[src/core/sigl_pkg.sv]
// constants and types for the signalling link sublayer state logic
package sigl_pkg;

   // fixed link parameters, no negotiation
   localparam int unsigned CLK_HZ = 40_000_000;
   localparam int unsigned T200_MS = 1000;
   localparam int unsigned T203_MS = 10000;
   localparam int unsigned N200 = 3;
   localparam int unsigned K_WINDOW = 7;
   localparam int unsigned SEQ_MOD = 128;
   localparam int unsigned T200_CYC = (CLK_HZ / 1000) * T200_MS;
   localparam int unsigned T203_CYC = (CLK_HZ / 1000) * T203_MS;
   localparam int unsigned TMR_W = 32;
   localparam int unsigned RC_W = 8;

   // frame repertoire seen at the frame interface
   typedef enum logic [2:0] {
      FR_SABME = 3'h0,
      FR_UA = 3'h1,
      FR_DM = 3'h2,
      FR_RR = 3'h3,
      FR_RNR = 3'h4,
      FR_REJ = 3'h5,
      FR_I = 3'h6,
      FR_OTHER = 3'h7
   } frame_e;

   // basic states, gray along idle, awaiting, established, recovery
   typedef enum logic [1:0] {
      ST_IDLE = 2'h0,
      ST_AWAIT = 2'h1,
      ST_EST = 2'h3,
      ST_RECOV = 2'h2
   } link_state_e;

   // printed state numbers
   localparam logic [3:0] NUM_IDLE = 4'h9;
   localparam logic [3:0] NUM_AWAIT = 4'h5;
   localparam logic [3:0] NUM_EST = 4'h7;
   localparam logic [3:0] NUM_RECOV = 4'h8;

endpackage : sigl_pkg

[src/core/signalling_link_sublayer.sv]
// establishment, release and supervision state logic of the signalling link sublayer
// Operation
// - only acknowledged multiple-frame transfer; no unacknowledged or management transfer
// - frames limited to SABME, UA, DM, RR, RNR, REJ, I; never DISC or FRMR
// - no address assignment states; single idle state number 9, link not established
// - no parameter negotiation; fixed system parameter values used
// - sequence numbers are modulo 128
// - establish request from management starts link establishment
// - during establishment ignore every received frame that is not unnumbered
// - initiate: send SABME, clear exceptions, reset retry counter, start T200
// - every SABME carries poll bit one
// - management establish discards pending data requests and queued I frames
// - accepting SABME: UA with F=P, zero variables, establish indication, start T203
// - refusing SABME: answer DM with F equal to received P
// - UA F=1 while waiting: stop T200, start T203, zero variables, confirm
// - DM F=1 while waiting: release indication, stop T200, idle; DM F=0 ignored
// - T200 expiry while waiting: resend SABME, restart T200, count retry
// - after N200 resends: discard, release and error indications, go idle
// - SABME while established runs re-establishment
// - layer-1 failure: discard queues, release indication, stop T200 and T203
// - idle: SABME goes to acceptance; DM F=0 starts establishment if able
// - idle: unsolicited UA raises error indication; other frames discarded
// - crossed SABMEs: send UA at once, establish on peer UA, confirm
// - DM F=0 colliding with our SABME is ignored
// - T200 is 1 s, T203 is 10 s, N200 is 3
// - at most 7 I frames outstanding unacknowledged
`timescale 1ns/10ps
`default_nettype none

module signalling_link_sublayer
   import sigl_pkg::*;
#(
   parameter int unsigned T200_CYCLES = T200_CYC,
   parameter int unsigned T203_CYCLES = T203_CYC,
   parameter int unsigned N200_MAX = N200,
   parameter int unsigned K_MAX = K_WINDOW
) (
   input wire logic clk_i,
   input wire logic rst_i,
   input wire logic est_req_i,
   input wire logic l1_fail_i,
   input wire logic can_establish_i,
   input wire logic rx_valid_i,
   input wire frame_e rx_type_i,
   input wire logic rx_pf_i,
   input wire logic rx_cmd_i,
   input wire logic tx_ready_i,
   output logic tx_valid_o,
   output frame_e tx_type_o,
   output logic tx_pf_o,
   output logic tx_cmd_o,
   output logic est_ind_o,
   output logic est_conf_o,
   output logic rel_ind_o,
   output logic err_ind_o,
   output logic discard_o,
   output logic seq_zero_o,
   output logic peer_busy_o,
   output logic [3:0] state_num_o,
   output logic [2:0] window_o
);

   typedef struct packed {
      link_state_e st;
      logic [3:0] num;
      logic peer_busy;
      logic [RC_W-1:0] rc;
      logic t200_run;
      logic [TMR_W-1:0] t200;
      logic t203_run;
      logic [TMR_W-1:0] t203;
      logic resp_pend;
      frame_e resp_type;
      logic resp_f;
      logic cmd_pend;
      frame_e cmd_type;
      logic tx_valid;
      frame_e tx_type;
      logic tx_pf;
      logic tx_cmd;
      logic est_ind;
      logic est_conf;
      logic rel_ind;
      logic err_ind;
      logic discard;
      logic seq_zero;
   } link_s;

   link_s r;
   link_s next_r;

   // start of our own establishment: SABME with P=1, fresh counter and T200
   function automatic link_s start_est(input link_s s);
      link_s o;
      o = s;
      o.cmd_pend = 1'b1;
      o.cmd_type = FR_SABME;
      o.peer_busy = 1'b0;
      o.rc = '0;
      o.t200_run = 1'b1;
      o.t200 = TMR_W'(T200_CYCLES);
      o.t203_run = 1'b0;
      o.st = ST_AWAIT;
      return o;
   endfunction : start_est

   // received SABME outside the waiting state: accept or refuse
   function automatic link_s take_sabme(input link_s s, input logic p, input logic ok);
      link_s o;
      o = s;
      o.resp_pend = 1'b1;
      o.resp_f = p;
      if (ok) begin
         o.resp_type = FR_UA;
         o.seq_zero = 1'b1;
         o.st = ST_EST;
         o.est_ind = 1'b1;
         o.peer_busy = 1'b0;
         o.rc = '0;
         o.t200_run = 1'b0;
         o.t203_run = 1'b1;
         o.t203 = TMR_W'(T203_CYCLES);
      end else begin
         o.resp_type = FR_DM;
      end
      return o;
   endfunction : take_sabme

   // drop back to the idle state with a release indication
   function automatic link_s go_idle(input link_s s);
      link_s o;
      o = s;
      o.st = ST_IDLE;
      o.rel_ind = 1'b1;
      o.t200_run = 1'b0;
      o.t203_run = 1'b0;
      o.cmd_pend = 1'b0;
      return o;
   endfunction : go_idle

   logic t200_exp;
   logic t203_exp;
   logic unnum;
   logic sup;

   // timer expiry and frame class decode
   always_comb begin
      t200_exp = r.t200_run && (r.t200 == '0);
      t203_exp = r.t203_run && (r.t203 == '0);
      unnum = (rx_type_i == FR_SABME) || (rx_type_i == FR_UA) || (rx_type_i == FR_DM);
      sup = (rx_type_i == FR_RR) || (rx_type_i == FR_RNR) || (rx_type_i == FR_REJ);
   end

   // next state of the whole sublayer
   always_comb begin
      next_r = r;
      next_r.est_ind = 1'b0;
      next_r.est_conf = 1'b0;
      next_r.rel_ind = 1'b0;
      next_r.err_ind = 1'b0;
      next_r.discard = 1'b0;
      next_r.seq_zero = 1'b0;
      if (r.t200_run && r.t200 != '0) begin
         next_r.t200 = r.t200 - 1'b1;
      end
      if (r.t203_run && r.t203 != '0) begin
         next_r.t203 = r.t203 - 1'b1;
      end
      if (l1_fail_i) begin
         // persistent line failure overrides everything else
         next_r = go_idle(next_r);
         next_r.discard = 1'b1;
      end else if (est_req_i) begin
         next_r = start_est(next_r);
         next_r.discard = 1'b1;
      end else begin
         unique case (r.st)
            ST_IDLE: begin
               if (rx_valid_i && rx_type_i == FR_SABME) begin
                  next_r = take_sabme(next_r, rx_pf_i, can_establish_i);
               end else if (rx_valid_i && rx_type_i == FR_DM && !rx_pf_i) begin
                  if (can_establish_i) begin
                     next_r = start_est(next_r);
                  end
               end else if (rx_valid_i && rx_type_i == FR_UA) begin
                  next_r.err_ind = 1'b1;
               end
            end
            ST_AWAIT: begin
               // only unnumbered frames matter while waiting
               if (rx_valid_i && unnum) begin
                  if (rx_type_i == FR_SABME) begin
                     // crossed SABMEs: answer now, wait for peer UA
                     next_r.resp_pend = 1'b1;
                     next_r.resp_type = FR_UA;
                     next_r.resp_f = rx_pf_i;
                  end else if (rx_type_i == FR_UA && rx_pf_i) begin
                     next_r.t200_run = 1'b0;
                     next_r.t203_run = 1'b1;
                     next_r.t203 = TMR_W'(T203_CYCLES);
                     next_r.seq_zero = 1'b1;
                     next_r.st = ST_EST;
                     next_r.est_conf = 1'b1;
                  end else if (rx_type_i == FR_DM && rx_pf_i) begin
                     next_r = go_idle(next_r);
                  end
                  // DM with F=0 falls through untouched
               end else if (t200_exp) begin
                  if (r.rc >= RC_W'(N200_MAX)) begin
                     next_r = go_idle(next_r);
                     next_r.err_ind = 1'b1;
                     next_r.discard = 1'b1;
                  end else begin
                     next_r.cmd_pend = 1'b1;
                     next_r.cmd_type = FR_SABME;
                     next_r.t200 = TMR_W'(T200_CYCLES);
                     next_r.rc = r.rc + 1'b1;
                  end
               end
            end
            ST_EST, ST_RECOV: begin
               if (rx_valid_i) begin
                  next_r.t203 = TMR_W'(T203_CYCLES);
               end
               if (rx_valid_i && rx_type_i == FR_SABME) begin
                  // peer-initiated re-establishment
                  next_r = take_sabme(next_r, rx_pf_i, can_establish_i);
                  next_r.err_ind = 1'b1;
                  next_r.discard = can_establish_i;
                  if (!can_establish_i) begin
                     next_r = go_idle(next_r);
                  end
               end else if (rx_valid_i && rx_type_i == FR_DM && !rx_pf_i) begin
                  next_r = start_est(next_r);
                  next_r.err_ind = 1'b1;
               end else if (rx_valid_i && sup) begin
                  next_r.peer_busy = (rx_type_i == FR_RNR);
                  if (r.st == ST_RECOV && rx_pf_i && !rx_cmd_i) begin
                     // poll answered: supervision is back to normal
                     next_r.st = ST_EST;
                     next_r.t200_run = 1'b0;
                     next_r.t203_run = 1'b1;
                  end
               end else if (r.st == ST_EST && t203_exp) begin
                  // idle link: poll the peer under T200 protection
                  next_r.cmd_pend = 1'b1;
                  next_r.cmd_type = FR_RR;
                  next_r.rc = '0;
                  next_r.t200_run = 1'b1;
                  next_r.t200 = TMR_W'(T200_CYCLES);
                  next_r.st = ST_RECOV;
               end else if (r.st == ST_RECOV && t200_exp) begin
                  if (r.rc >= RC_W'(N200_MAX)) begin
                     next_r = start_est(next_r);
                     next_r.err_ind = 1'b1;
                  end else begin
                     next_r.cmd_pend = 1'b1;
                     next_r.cmd_type = FR_RR;
                     next_r.t200 = TMR_W'(T200_CYCLES);
                     next_r.rc = r.rc + 1'b1;
                  end
               end
            end
         endcase
      end
      // transmit slot: responses first so a crossing UA goes out early
      if (!r.tx_valid || tx_ready_i) begin
         next_r.tx_valid = 1'b0;
         if (next_r.resp_pend) begin
            next_r.tx_valid = 1'b1;
            next_r.tx_type = next_r.resp_type;
            next_r.tx_pf = next_r.resp_f;
            next_r.tx_cmd = 1'b0;
            next_r.resp_pend = 1'b0;
         end else if (next_r.cmd_pend) begin
            next_r.tx_valid = 1'b1;
            next_r.tx_type = next_r.cmd_type;
            next_r.tx_pf = 1'b1;
            next_r.tx_cmd = 1'b1;
            next_r.cmd_pend = 1'b0;
         end
      end
      unique case (next_r.st)
         ST_IDLE: next_r.num = NUM_IDLE;
         ST_AWAIT: next_r.num = NUM_AWAIT;
         ST_EST: next_r.num = NUM_EST;
         ST_RECOV: next_r.num = NUM_RECOV;
      endcase
   end

   // state register
   always_ff @(posedge clk_i or posedge rst_i) begin
      if (rst_i) begin
         r <= '{st: ST_IDLE, num: NUM_IDLE, resp_type: FR_UA, cmd_type: FR_SABME,
                tx_type: FR_SABME, default: '0};
      end else begin
         r <= next_r;
      end
   end

   // outputs straight from the state register, except window_o which is tied to K_MAX
   assign tx_valid_o = r.tx_valid;
   assign tx_type_o = r.tx_type;
   assign tx_pf_o = r.tx_pf;
   assign tx_cmd_o = r.tx_cmd;
   assign est_ind_o = r.est_ind;
   assign est_conf_o = r.est_conf;
   assign rel_ind_o = r.rel_ind;
   assign err_ind_o = r.err_ind;
   assign discard_o = r.discard;
   assign seq_zero_o = r.seq_zero;
   assign peer_busy_o = r.peer_busy;
   assign state_num_o = r.num;
   assign window_o = 3'(K_MAX);

endmodule : signalling_link_sublayer

`default_nettype wire

[config.mk]
export PLATFORM = sky130hd
export DESIGN_NAME = signalling_link_sublayer
export DESIGN_NICKNAME = d
export VERILOG_FILES = /design/src/core/sigl_pkg.sv /design/src/core/signalling_link_sublayer.sv
export SDC_FILE = /design/constraint.sdc
export NUM_CORES = 1
export LEC_CHECK = 0
export ABC_AREA = 1
export BUFFER_PORTS_ARGS = -buffer_cell sky130_fd_sc_hd__buf_4
export CORE_ASPECT_RATIO = 0.5
export CORE_MARGIN = 2
export CORE_UTILIZATION = 50
export CTS_CLUSTER_SIZE = 16
export DETAILED_ROUTE_END_ITERATION = 12
export PLACE_DENSITY = 0.73
export RECOVER_POWER = 100
export SYNTH_ARGS = -nofsm -noshare
export SYNTH_HDL_FRONTEND = slang
export SYNTH_SLANG_ARGS = --single-unit
export TNS_END_PERCENT = 100
[constraint.sdc]
create_clock -name clk_i -period 4 [get_ports clk_i]
set_input_delay 0.8 -clock clk_i [delete_from_list [all_inputs] [get_ports clk_i]]
set_output_delay 0.8 -clock clk_i [all_outputs]
set_load 0.05 [all_outputs]
== After elaboration in Yosys (flattened, before gate mapping) ==
Index checks and enable logic that the tools add are counted.
W data, S select, Z words.

* Bits in registers: 102
* Input port bits: 12
* Output and inout bits: 20
* Logic and storage cells: 180

* Add/subtract/negate cells: 3
* $lt $le $gt $ge: 1
* Eq/ne operators: 41
* Multiplexer cells: 74
* Bitwise logic cells: 1
* Reductions and logical operators: 37

{| class="wikitable"
|+ Operator list
! cell !! count
|-
| $mux W102 || 11
|-
| $pmux W102 S3 || 1
|-
| $mux W32 || 6
|-
| $mux W38 || 3
|-
| $mux W33 || 3
|-
| $mux W99 || 1
|-
| $mux W81 || 1
|-
| $logic_not A32 Y1 || 2
|-
| $reduce_bool A32 Y1 || 2
|-
| $sub A32 B1 Y32 const B || 2
|-
| $mux W53 || 1
|-
| $mux W41 || 1
|-
| $ne A5 B5 Y1 const B || 8
|-
| $mux W16 || 2
|-
| $ne A6 B6 Y1 const B || 5
|-
| $ne A7 B7 Y1 const B || 4
|-
| $mux W8 || 3
|-
| $mux W6 || 3
|-
| $logic_and A1 B1 Y1 || 16
|-
| $mux W1 || 16
|-
| $mux W2 || 8
|-
| $mux W4 || 4
|-
| $ne A8 B8 Y1 const B || 2
|-
| $pmux W4 S4 || 1
|-
| other kinds (28) || 51
|}

== Longest topological paths before layout ==
Gate-level depths: netlist of the first run.

* Depth in word-level cells: 16
* Depth in mapped cells: 17
* Gate-level depth less buffers: 17

== Least setup slack after synthesis of the first run ==
No wires, ideal clock.

* Path type: input to register
* Start point: input port rx_type_i[1]
* End point: register r[42] in the netlist's numbering
* Library setup time: 117 ps
* Arrival time: 2180 ps
* Data required time: 3883 ps
* Setup slack: 1703 ps
* Cell stages on the path: 13
* Buffers on the path: 1
* Cells stage by stage: nor2_1 -> nand2_1 -> nor2_2 -> inv_2 -> nor2_2 -> o21ai_1 -> nor2_1 -> inv_2 -> a21oi_4 -> inv_2 -> buf_2 -> nand2_1 -> nor2_1

{| class="wikitable"
|+ RTL lines
! element !! RTL line !! RTL
|-
| from (decl) || signalling_link_sublayer.sv:44 || <nowiki>input wire frame_e rx_type_i,</nowiki>
|-
| to (signal assigned) || signalling_link_sublayer.sv:294 || <nowiki>r <= '{st: ST_IDLE, num: NUM_IDLE, resp_type: FR_UA, cmd_type: FR_SABME,</nowiki>
|-
| to (signal assigned) || signalling_link_sublayer.sv:297 || <nowiki>r <= next_r;</nowiki>
|-
| to (decl) || signalling_link_sublayer.sv:89 || <nowiki>link_s r;</nowiki>
|}

==> results by group, run 1 <==
Synth
  • Mapped Area: 0.00633 mm2
  • Synth unique cells: 48
  • Number of synthesized register bits: 101
  • Asr flop ratio synth: 100%
  • Share of synthesized area occupied by flip-flops and latches: 40.0%
  • Post-Syn Area per Cell: 7.26 um2
  • Syn Inst Count: 872
  • YS warnings: 0
  • Post-synth top flop: dfrtp_1
  • Post-synth EDFFs: 0

Timing
  • Final worst clock skew: 7.35 ps
  • Hold slack final: 475 ps
  • Fin crit share: approximately 81%
  • RSZ-0062 raised after global routing: no
  • Slew HR: -63.8%
  • Pins Over Slew Limit: 65
  • Fin worst setup slack: ~760 ps
  • Endpoints failing hold: 0
  • Final Setup Violations: 0
  • Slew @ Worst Pin: 2450 ps
  • Minimum clock period: around 3200 ps
  • Fmax: 309 MHz
  • Post-Route Setup TNS: 0 ps

Power and ir drop
  • Leak Pwr: 3.03 nW
  • Final Total Pwr: 3.17 mW
  • Worst VDD drop: 0.299 mV
  • Pwr/cell area: 464 mW/mm2

Clock network
  • H-tree level count: 3
  • Clk sinks: 101
  • Clock latency on the worst-skew pair: 350 ps
  • Hold_buf cts: 0
  • Clock slew seen by the registers of the worst setup and hold paths: 70 ps
  • CTS Buffer Depth: 2
  • Root buffer cell: clkbuf_16
  • CTS buffer count: 9
  • Post-CTS Setup Bufs: 0
  • Resize count post-CTS: 0
  • TritonCTS clock tree: yes

Routing
  • # DRC: 0
  • DR iter-0 viols: 393
  • Vias/cell: 5.32
  • Antenna Nets Post-Route: 0
  • Routed WL: 15100 um
  • Routed WL per cell: 14.1 um
  • DR pass1 iterations: 5
  • Vias after detailed routing: 5685

Cells and area
  • Final core occ: around 57%
  • Fin area: 0.00683 mm2
  • Layout cells sized above 1: under 10%
  • Layout Cells excl Fill: 1068
  • Fin nets: 914
  • ANT cells: 0
  • Area grow syn2layout: 7.89%
  • # fillers: between 1000 and 1500

Critical path
  • Crit path top cell by count: nand2_1
  • CP Launch Type: register
  • CP cell instances: inv_1 -> ha_1 -> nand2_1 -> nor2_1 -> nand2_4 -> nor2_1 -> nand3_2 -> nand2_1 -> nand2_2 -> nand2_1 -> nand2_1 -> nand2_1 -> nand2_1 -> clkinv_2 -> a211oi_1
  • CP delay by family, top: simple AND/OR/NAND/NOR gates
  • Crit path required time: between 4000 and 5000 ps
  • Critical path class: reg2reg
  • WP data arrival: 3440 ps
  • CP max-delay cell: dfrtp_1
  • Worst path max stage delay: 390 ps
  • CP bufs+invs: 2
  • Endpoint type of the worst setup path: register
  • Worst-path fanout max: 18

Die
  • Die H: between 80 and 90 um
  • Die W: 163 um
  • # rows: 28
  • Starting Density: between 50% and 60%
  • Total core area: between 0.01 and 0.015 mm2
  • IO Pins: 32
  • Area of the die: 0.0136 mm2

Run status
  • Status: finished, violations left
  • Failing checks: max-capacitance violations, max-slew violations

Hold path
  • Worst hold path class: reg2reg

Placement
  • Post-DP Area: 0.00666 mm2
  • I/O Buffers: 28
  • Dpl ws: 964 ps
  • RePlAce Congestion: 0.972
  • Inst Count DP: 1052
  • HPWL after DPL: about 11000 um

GRT
  • Met2 usage: 40.5%
  • Vias in the first global route: 5692
  • M1 GR Usage: 29.6%
  • Met3 global-route usage: 4.57%
  • Gr busiest metal: met2
  • Antenna violations before repair: 0
  • Gr usage total: approximately a quarter
  • Grt ovf: 0
  • First-pass GRT wire length: 26100 um
  • Largest net degree at the start of global routing: 65

Flow run
  • Max-cap violation count: 1
## synthesized netlist by cell type, types with 3 or more instances
library cell	number	area, um2
a211oi_1	4	30.0
a21oi_1	22	110
a32oi_1	3	26.3
buf_2	4	20.0
buf_4	11	82.6
dfrtp_1	98	2450
dfstp_2	3	78.8
ha_1	4	50.1
inv_1	111	417
inv_2	5	18.8
nand2_1	145	544
nand2_2	6	37.5
nand2_4	5	56.3
nand3_1	59	295
nand3_2	5	50.1
nand3b_1	3	22.5
nand4_1	18	113
nor2_1	185	694
nor2_2	13	81.3
nor2_4	7	78.8
nor3_1	20	100
nor4_1	7	43.8
o211ai_1	6	45.0
o21ai_0	56	280
o21ai_1	8	40.0
o22ai_1	3	18.8
o31ai_1	3	22.5
or2_2	3	18.8
xnor2_1	7	61.3
xor2_1	22	193
## per-layer routing
metal / vias to the layer above / wire length [um]
met5: - / 0
met4: 0 / 276
met3: 29 / 773
met2: 174 / 7210
met1: 2639 / 6800
li1: 2843 / -
## cells by family (layout without fill, tap and decap cells)
group	count (synthesis)	after routing	synth area share, %
flip-flops	101	101	40.0
AND/OR/NAND/NOR	483	483	35.2
adder cells (fa/ha/maj)	4	4	0.791
XOR/XNOR	29	29	4.01
AO/OA/AOI/OAI	117	117	10.8
other	1	3	0.0592
buffers and inverters	137	166	9.11
## where the power goes
part	internal, mW	switching [mW]	total [mW]
Sequential	1.16	0.140	1.30
Clock	0.633	0.399	1.03
Combinational	0.251	0.586	0.838
## worst register-to-register path: cells and delay by family, from the launching register on
| family | cells | cell delay, ps |
|---|---|---|
| flip-flops | 1 | 390 |
| buffers and inverters | 2 | 470 |
| adder cells (fa/ha/maj) | 1 | 200 |
| AO/OA/AOI/OAI | 1 | 80 |
| AND/OR/NAND/NOR | 11 | 1960 |
## cells in the final DEF (no fill, tap or decap), types with 4 or more instances in the layout
master | Yosys | final
dfrtp_1 | 98 | 98
a21oi_1 | 22 | 23
nand3_2 | 5 | 5
nor2_4 | 7 | 5
nor2_2 | 13 | 9
clkbuf_1 | 2 | 20
nor2_1 | 185 | 193
xnor2_1 | 7 | 7
o21ai_0 | 56 | 62
nand2_1 | 145 | 151
a211oi_1 | 4 | 4
buf_4 | 11 | 11
nand4_1 | 18 | 18
nor3_1 | 20 | 20
nor4_1 | 7 | 7
ha_1 | 4 | 4
o211ai_1 | 6 | 6
clkbuf_16 | 0 | 9
nand3_1 | 59 | 59
xor2_1 | 22 | 22
inv_1 | 111 | 113
## worst paths after layout
| kind | from | slack (ps) | cells past startpoint | endpoint |
|---|---|---|---|---|
| setup / recovery | r[54]$_DFF_PP0_ | 760 | 15 | r[55]$_DFF_PP0_ |
| hold / removal | r[19]$_DFF_PP0_ | 480 | 2 | r[19]$_DFF_PP0_ |
| setup reg to reg | r[54]$_DFF_PP0_ | 760 | 15 | r[55]$_DFF_PP0_ |
| hold reg to reg | r[19]$_DFF_PP0_ | 480 | 2 | r[19]$_DFF_PP0_ |
| max in group asynchronous | rst_i | 1130 | 3 | r[82]$_DFF_PP0_ |
| min in group asynchronous | rst_i | 1320 | 2 | r[24]$_DFF_PP0_ |
## registers in the layout, summed over array words and instances (netlist names)
register and cells:
tx_pf_o 1, err_ind_o 1, est_conf_o 1, tx_type_o 3, r 84, tx_valid_o 1, seq_zero_o 1, tx_cmd_o 1
rel_ind_o 1, est_ind_o 1, discard_o 1, peer_busy_o 1, state_num_o 4
## layout make-up
type                            count  area, um2  share of cell area (%)
Clock buffer                       11        243                    3.55
Clock inverter                      5        106                    1.56
Inverter                          117        440                    6.45
Multi-Input combinational cell    636       3130                    45.8
Sequential cell                   101       2530                    37.1
Tap cell                          165        206                    3.02
Timing Repair Buffer               33        171                    2.51
(Power assumes the default switching activity.)
==> run 2, diff against run 1 <==
--- a/config.mk
+++ b/config.mk
@@ -12,7 +12,7 @@
 export CORE_UTILIZATION = 50
 export CTS_CLUSTER_SIZE = 16
 export DETAILED_ROUTE_END_ITERATION = 12
-export PLACE_DENSITY = 0.73
+export PLACE_DENSITY = 0.76
 export RECOVER_POWER = 100
 export SYNTH_ARGS = -nofsm -noshare
 export SYNTH_HDL_FRONTEND = slang
==> constraint.sdc (replaced) <==
create_clock -name clk_i -period 2.73 [get_ports clk_i]
set_input_delay 0.546 -clock clk_i [delete_from_list [all_inputs] [get_ports clk_i]]
set_output_delay 0.546 -clock clk_i [all_outputs]
set_load 0.05 [all_outputs]
==> results by group, run 2 (synthesis gave the netlist of run 1 again) <==
Cells and area
  • Largest Register: r
  • Fin nets: 919 (+0.55%)
  • Layout Cells excl Fill: 1072 (+0.37%)
  • ANT cells: 0 (unchanged)
  • Max reg flops: 84 (unchanged)
  • Most frequent cells in the layout: nor2_1 (188), nand2_1 (147), inv_1 (113)
  • # fillers: 1137 (-2.4%)
  • Fin area: 0.00687 mm2 (+0.66%)
  • Layout cells sized above 1: 8.82% (+1.4 points)
  • Commonest non-fill, non-tap cell in the layout: nor2_1
  • Area grow syn2layout: 8.60%

Power and ir drop
  • Leak Pwr: 3.08 nW (+1.5%)
  • Pwr/cell area: 652 mW/mm2 (+40%)
  • Worst VDD drop: 0.471 mV (+57%)

Timing
  • Hold slack final: 466 ps (-9.24 ps)
  • Slew HR: 8.51% (+72 points)
  • Fmax: 407 MHz (+32%)
  • Final Setup Violations: 0 (unchanged)
  • Slew @ Worst Pin: 1370 ps (-1080 ps)
  • Endpoints failing hold: 0 (unchanged)
  • Post-Route Setup TNS: 0 ps (unchanged)
  • RSZ-0062 raised after global routing: no
  • Fin crit share: 89.9% (+8.9 points)
  • Minimum clock period: 2460 ps (-784 ps)
  • Fin worst setup slack: 275 ps (-486 ps)
  • Final worst clock skew: 13.6 ps (+6.23 ps)
  • Pins Over Slew Limit: 0 (-100%)

Critical path
  • CP bufs+invs: 1 (-1)
  • CP delay by family, top: simple AND/OR/NAND/NOR gates
  • Crit path required time: 3000 ps (-1210 ps)
  • Crit path top cell by count: nand2_4
  • Worst-path fanout max: 4 (-14)
  • CP cell instances: inv_1 -> ha_1 -> nand2_1 -> nor2_4 -> nand2_4 -> nor2_8 -> nand3_1 -> nand2_1 -> nand2_1 -> nand2_4 -> nand2_4 -> nand2_4 -> nand2_4 -> a21oi_2 -> nor2_1 -> nor2_1
  • Worst path max stage delay: 380 ps (about the same)
  • CP max-delay cell: dfrtp_1
  • CP Launch Type: register
  • Critical path class: reg2reg
  • WP data arrival: 2720 ps (-720 ps)
  • Endpoint type of the worst setup path: register

Routing
  • Routed WL per cell: 14.0 um (-0.94%)
  • Routed WL: 15000 um (-0.56%)
  • Vias/cell: 5.27 (-0.95%)
  • Antenna Nets Post-Route: 0 (unchanged)
  • DR iter-0 viols: 469 (+19%)
  • Vias after detailed routing: 5652 (-0.58%)
  • DR pass1 iterations: 7 (+2)
  • # DRC: 0 (unchanged)

GRT
  • Vias in the first global route: 5549 (-2.5%)
  • Grt ovf: 0 (unchanged)
  • Antenna violations before repair: 0 (unchanged)
  • Gr usage total: 23.2% (-0.32 points)
  • Largest net degree at the start of global routing: 102 (+57%)
  • Met3 global-route usage: 4.22% (-0.35 points)
  • First-pass GRT wire length: 25900 um (-0.87%)
  • Gr busiest metal: met2
  • Met2 usage: 39.6% (-0.85 points)
  • M1 GR Usage: 30.2% (+0.55 points)

Die
  • Starting Density: 52.4% (unchanged)
  • Die H: 83.6 um (unchanged)
  • Die W: 163 um (unchanged)
  • Area of the die: 0.0136 mm2 (unchanged)
  • Total core area: 0.0121 mm2 (unchanged)
  • # rows: 28 (unchanged)
  • IO Pins: 32 (unchanged)

Placement
  • Post-DP Area: 0.00671 mm2 (+0.77%)
  • RePlAce Congestion: 0.962 (-1.1%)
  • I/O Buffers: 28 (unchanged)
  • HPWL after DPL: 11000 um (-1.1%)
  • Inst Count DP: 1057 (+0.48%)
  • Dpl ws: 225 ps (-738 ps)

Clock network
  • Clk sinks: 101 (unchanged)
  • Post-CTS Setup Bufs: 0 (unchanged)
  • CTS Buffer Depth: 2 (unchanged)
  • TritonCTS clock tree: yes
  • Root buffer cell: clkbuf_16
  • Clock slew seen by the registers of the worst setup and hold paths: 80 ps (about the same)
  • Resize count post-CTS: 0 (unchanged)
  • CTS buffer count: 9 (unchanged)
  • H-tree level count: 3 (unchanged)
  • Clock latency on the worst-skew pair: 350 ps (about the same)
  • Hold_buf cts: 0 (unchanged)

Hold path
  • Worst hold path class: reg2reg

Flow run
  • Max-cap violation count: 0 (-1)

Run status
  • Status: complete, no violations
-- run 2: cell types whose count changed in the layout (fill, tap and decap cells not counted), moves of 2 or more --
| cell | previous run | this run |
|---|---|---|
| buf_4 | 11 | 16 |
| nor2_1 | 193 | 188 |
| nand2_1 | 151 | 147 |
| nand2_4 | 2 | 5 |
| bufinv_16 | 3 | 1 |
| inv_6 | 0 | 2 |
| nor2_4 | 5 | 7 |
| nor2_8 | 0 | 2 |
-- run 2: tightest hold or removal path: stages, from the launching register on --
cell and delay (ps):
dfrtp_1 320, nand2_1 50, inv_1 60
-- run 2: final timing paths --
path	start	slack, ps	to	depth (start not counted)
max in group asynchronous	rst_i	1160	r[40]$_DFF_PP0_	3
min in group asynchronous	rst_i	700	r[70]$_DFF_PP0_	3
setup reg to reg	r[54]$_DFF_PP0_	270	tx_type_o[0]$_DFFE_PP0P_	16
hold reg to reg	r[19]$_DFF_PP0_	470	r[19]$_DFF_PP0_	2
setup / recovery	r[54]$_DFF_PP0_	270	tx_type_o[0]$_DFFE_PP0P_	16
hold / removal	r[19]$_DFF_PP0_	470	r[19]$_DFF_PP0_	2
-- run 2: through the flow --
stage          utilization, %  power, mW
2_1_floorplan               -       2.91
3_3_place_gp             55.5       3.18
3_5_place_dp             55.5       3.20
4_1_cts                  58.0       4.53
5_1_grt                  56.9       4.76
6_report                 56.9       4.48
-- run 2: power breakdown --
part	switching, mW	internal, mW	total [mW]
clock network	0.609	0.719	1.33
logic	0.870	0.384	1.25
registers	0.197	1.70	1.90
-- run 2: final cells by class --
class | count | area [um2] | area share, %
clock inverter | 6 | 71.3 | 1.04
timing repair buffer | 38 | 211 | 3.08
inverter | 117 | 442 | 6.43
multi-input combinational | 636 | 3190 | 46.4
tap | 165 | 206 | 3.00
sequential | 101 | 2530 | 36.8
clock buffer | 9 | 225 | 3.28
-- run 2: routing by layer --
layer  routed length (um)  vias up
met5                    0        -
met2                 7230      108
li1                     -     2869
met3                  628       27
met4                  311        0
met1                 6800     2648
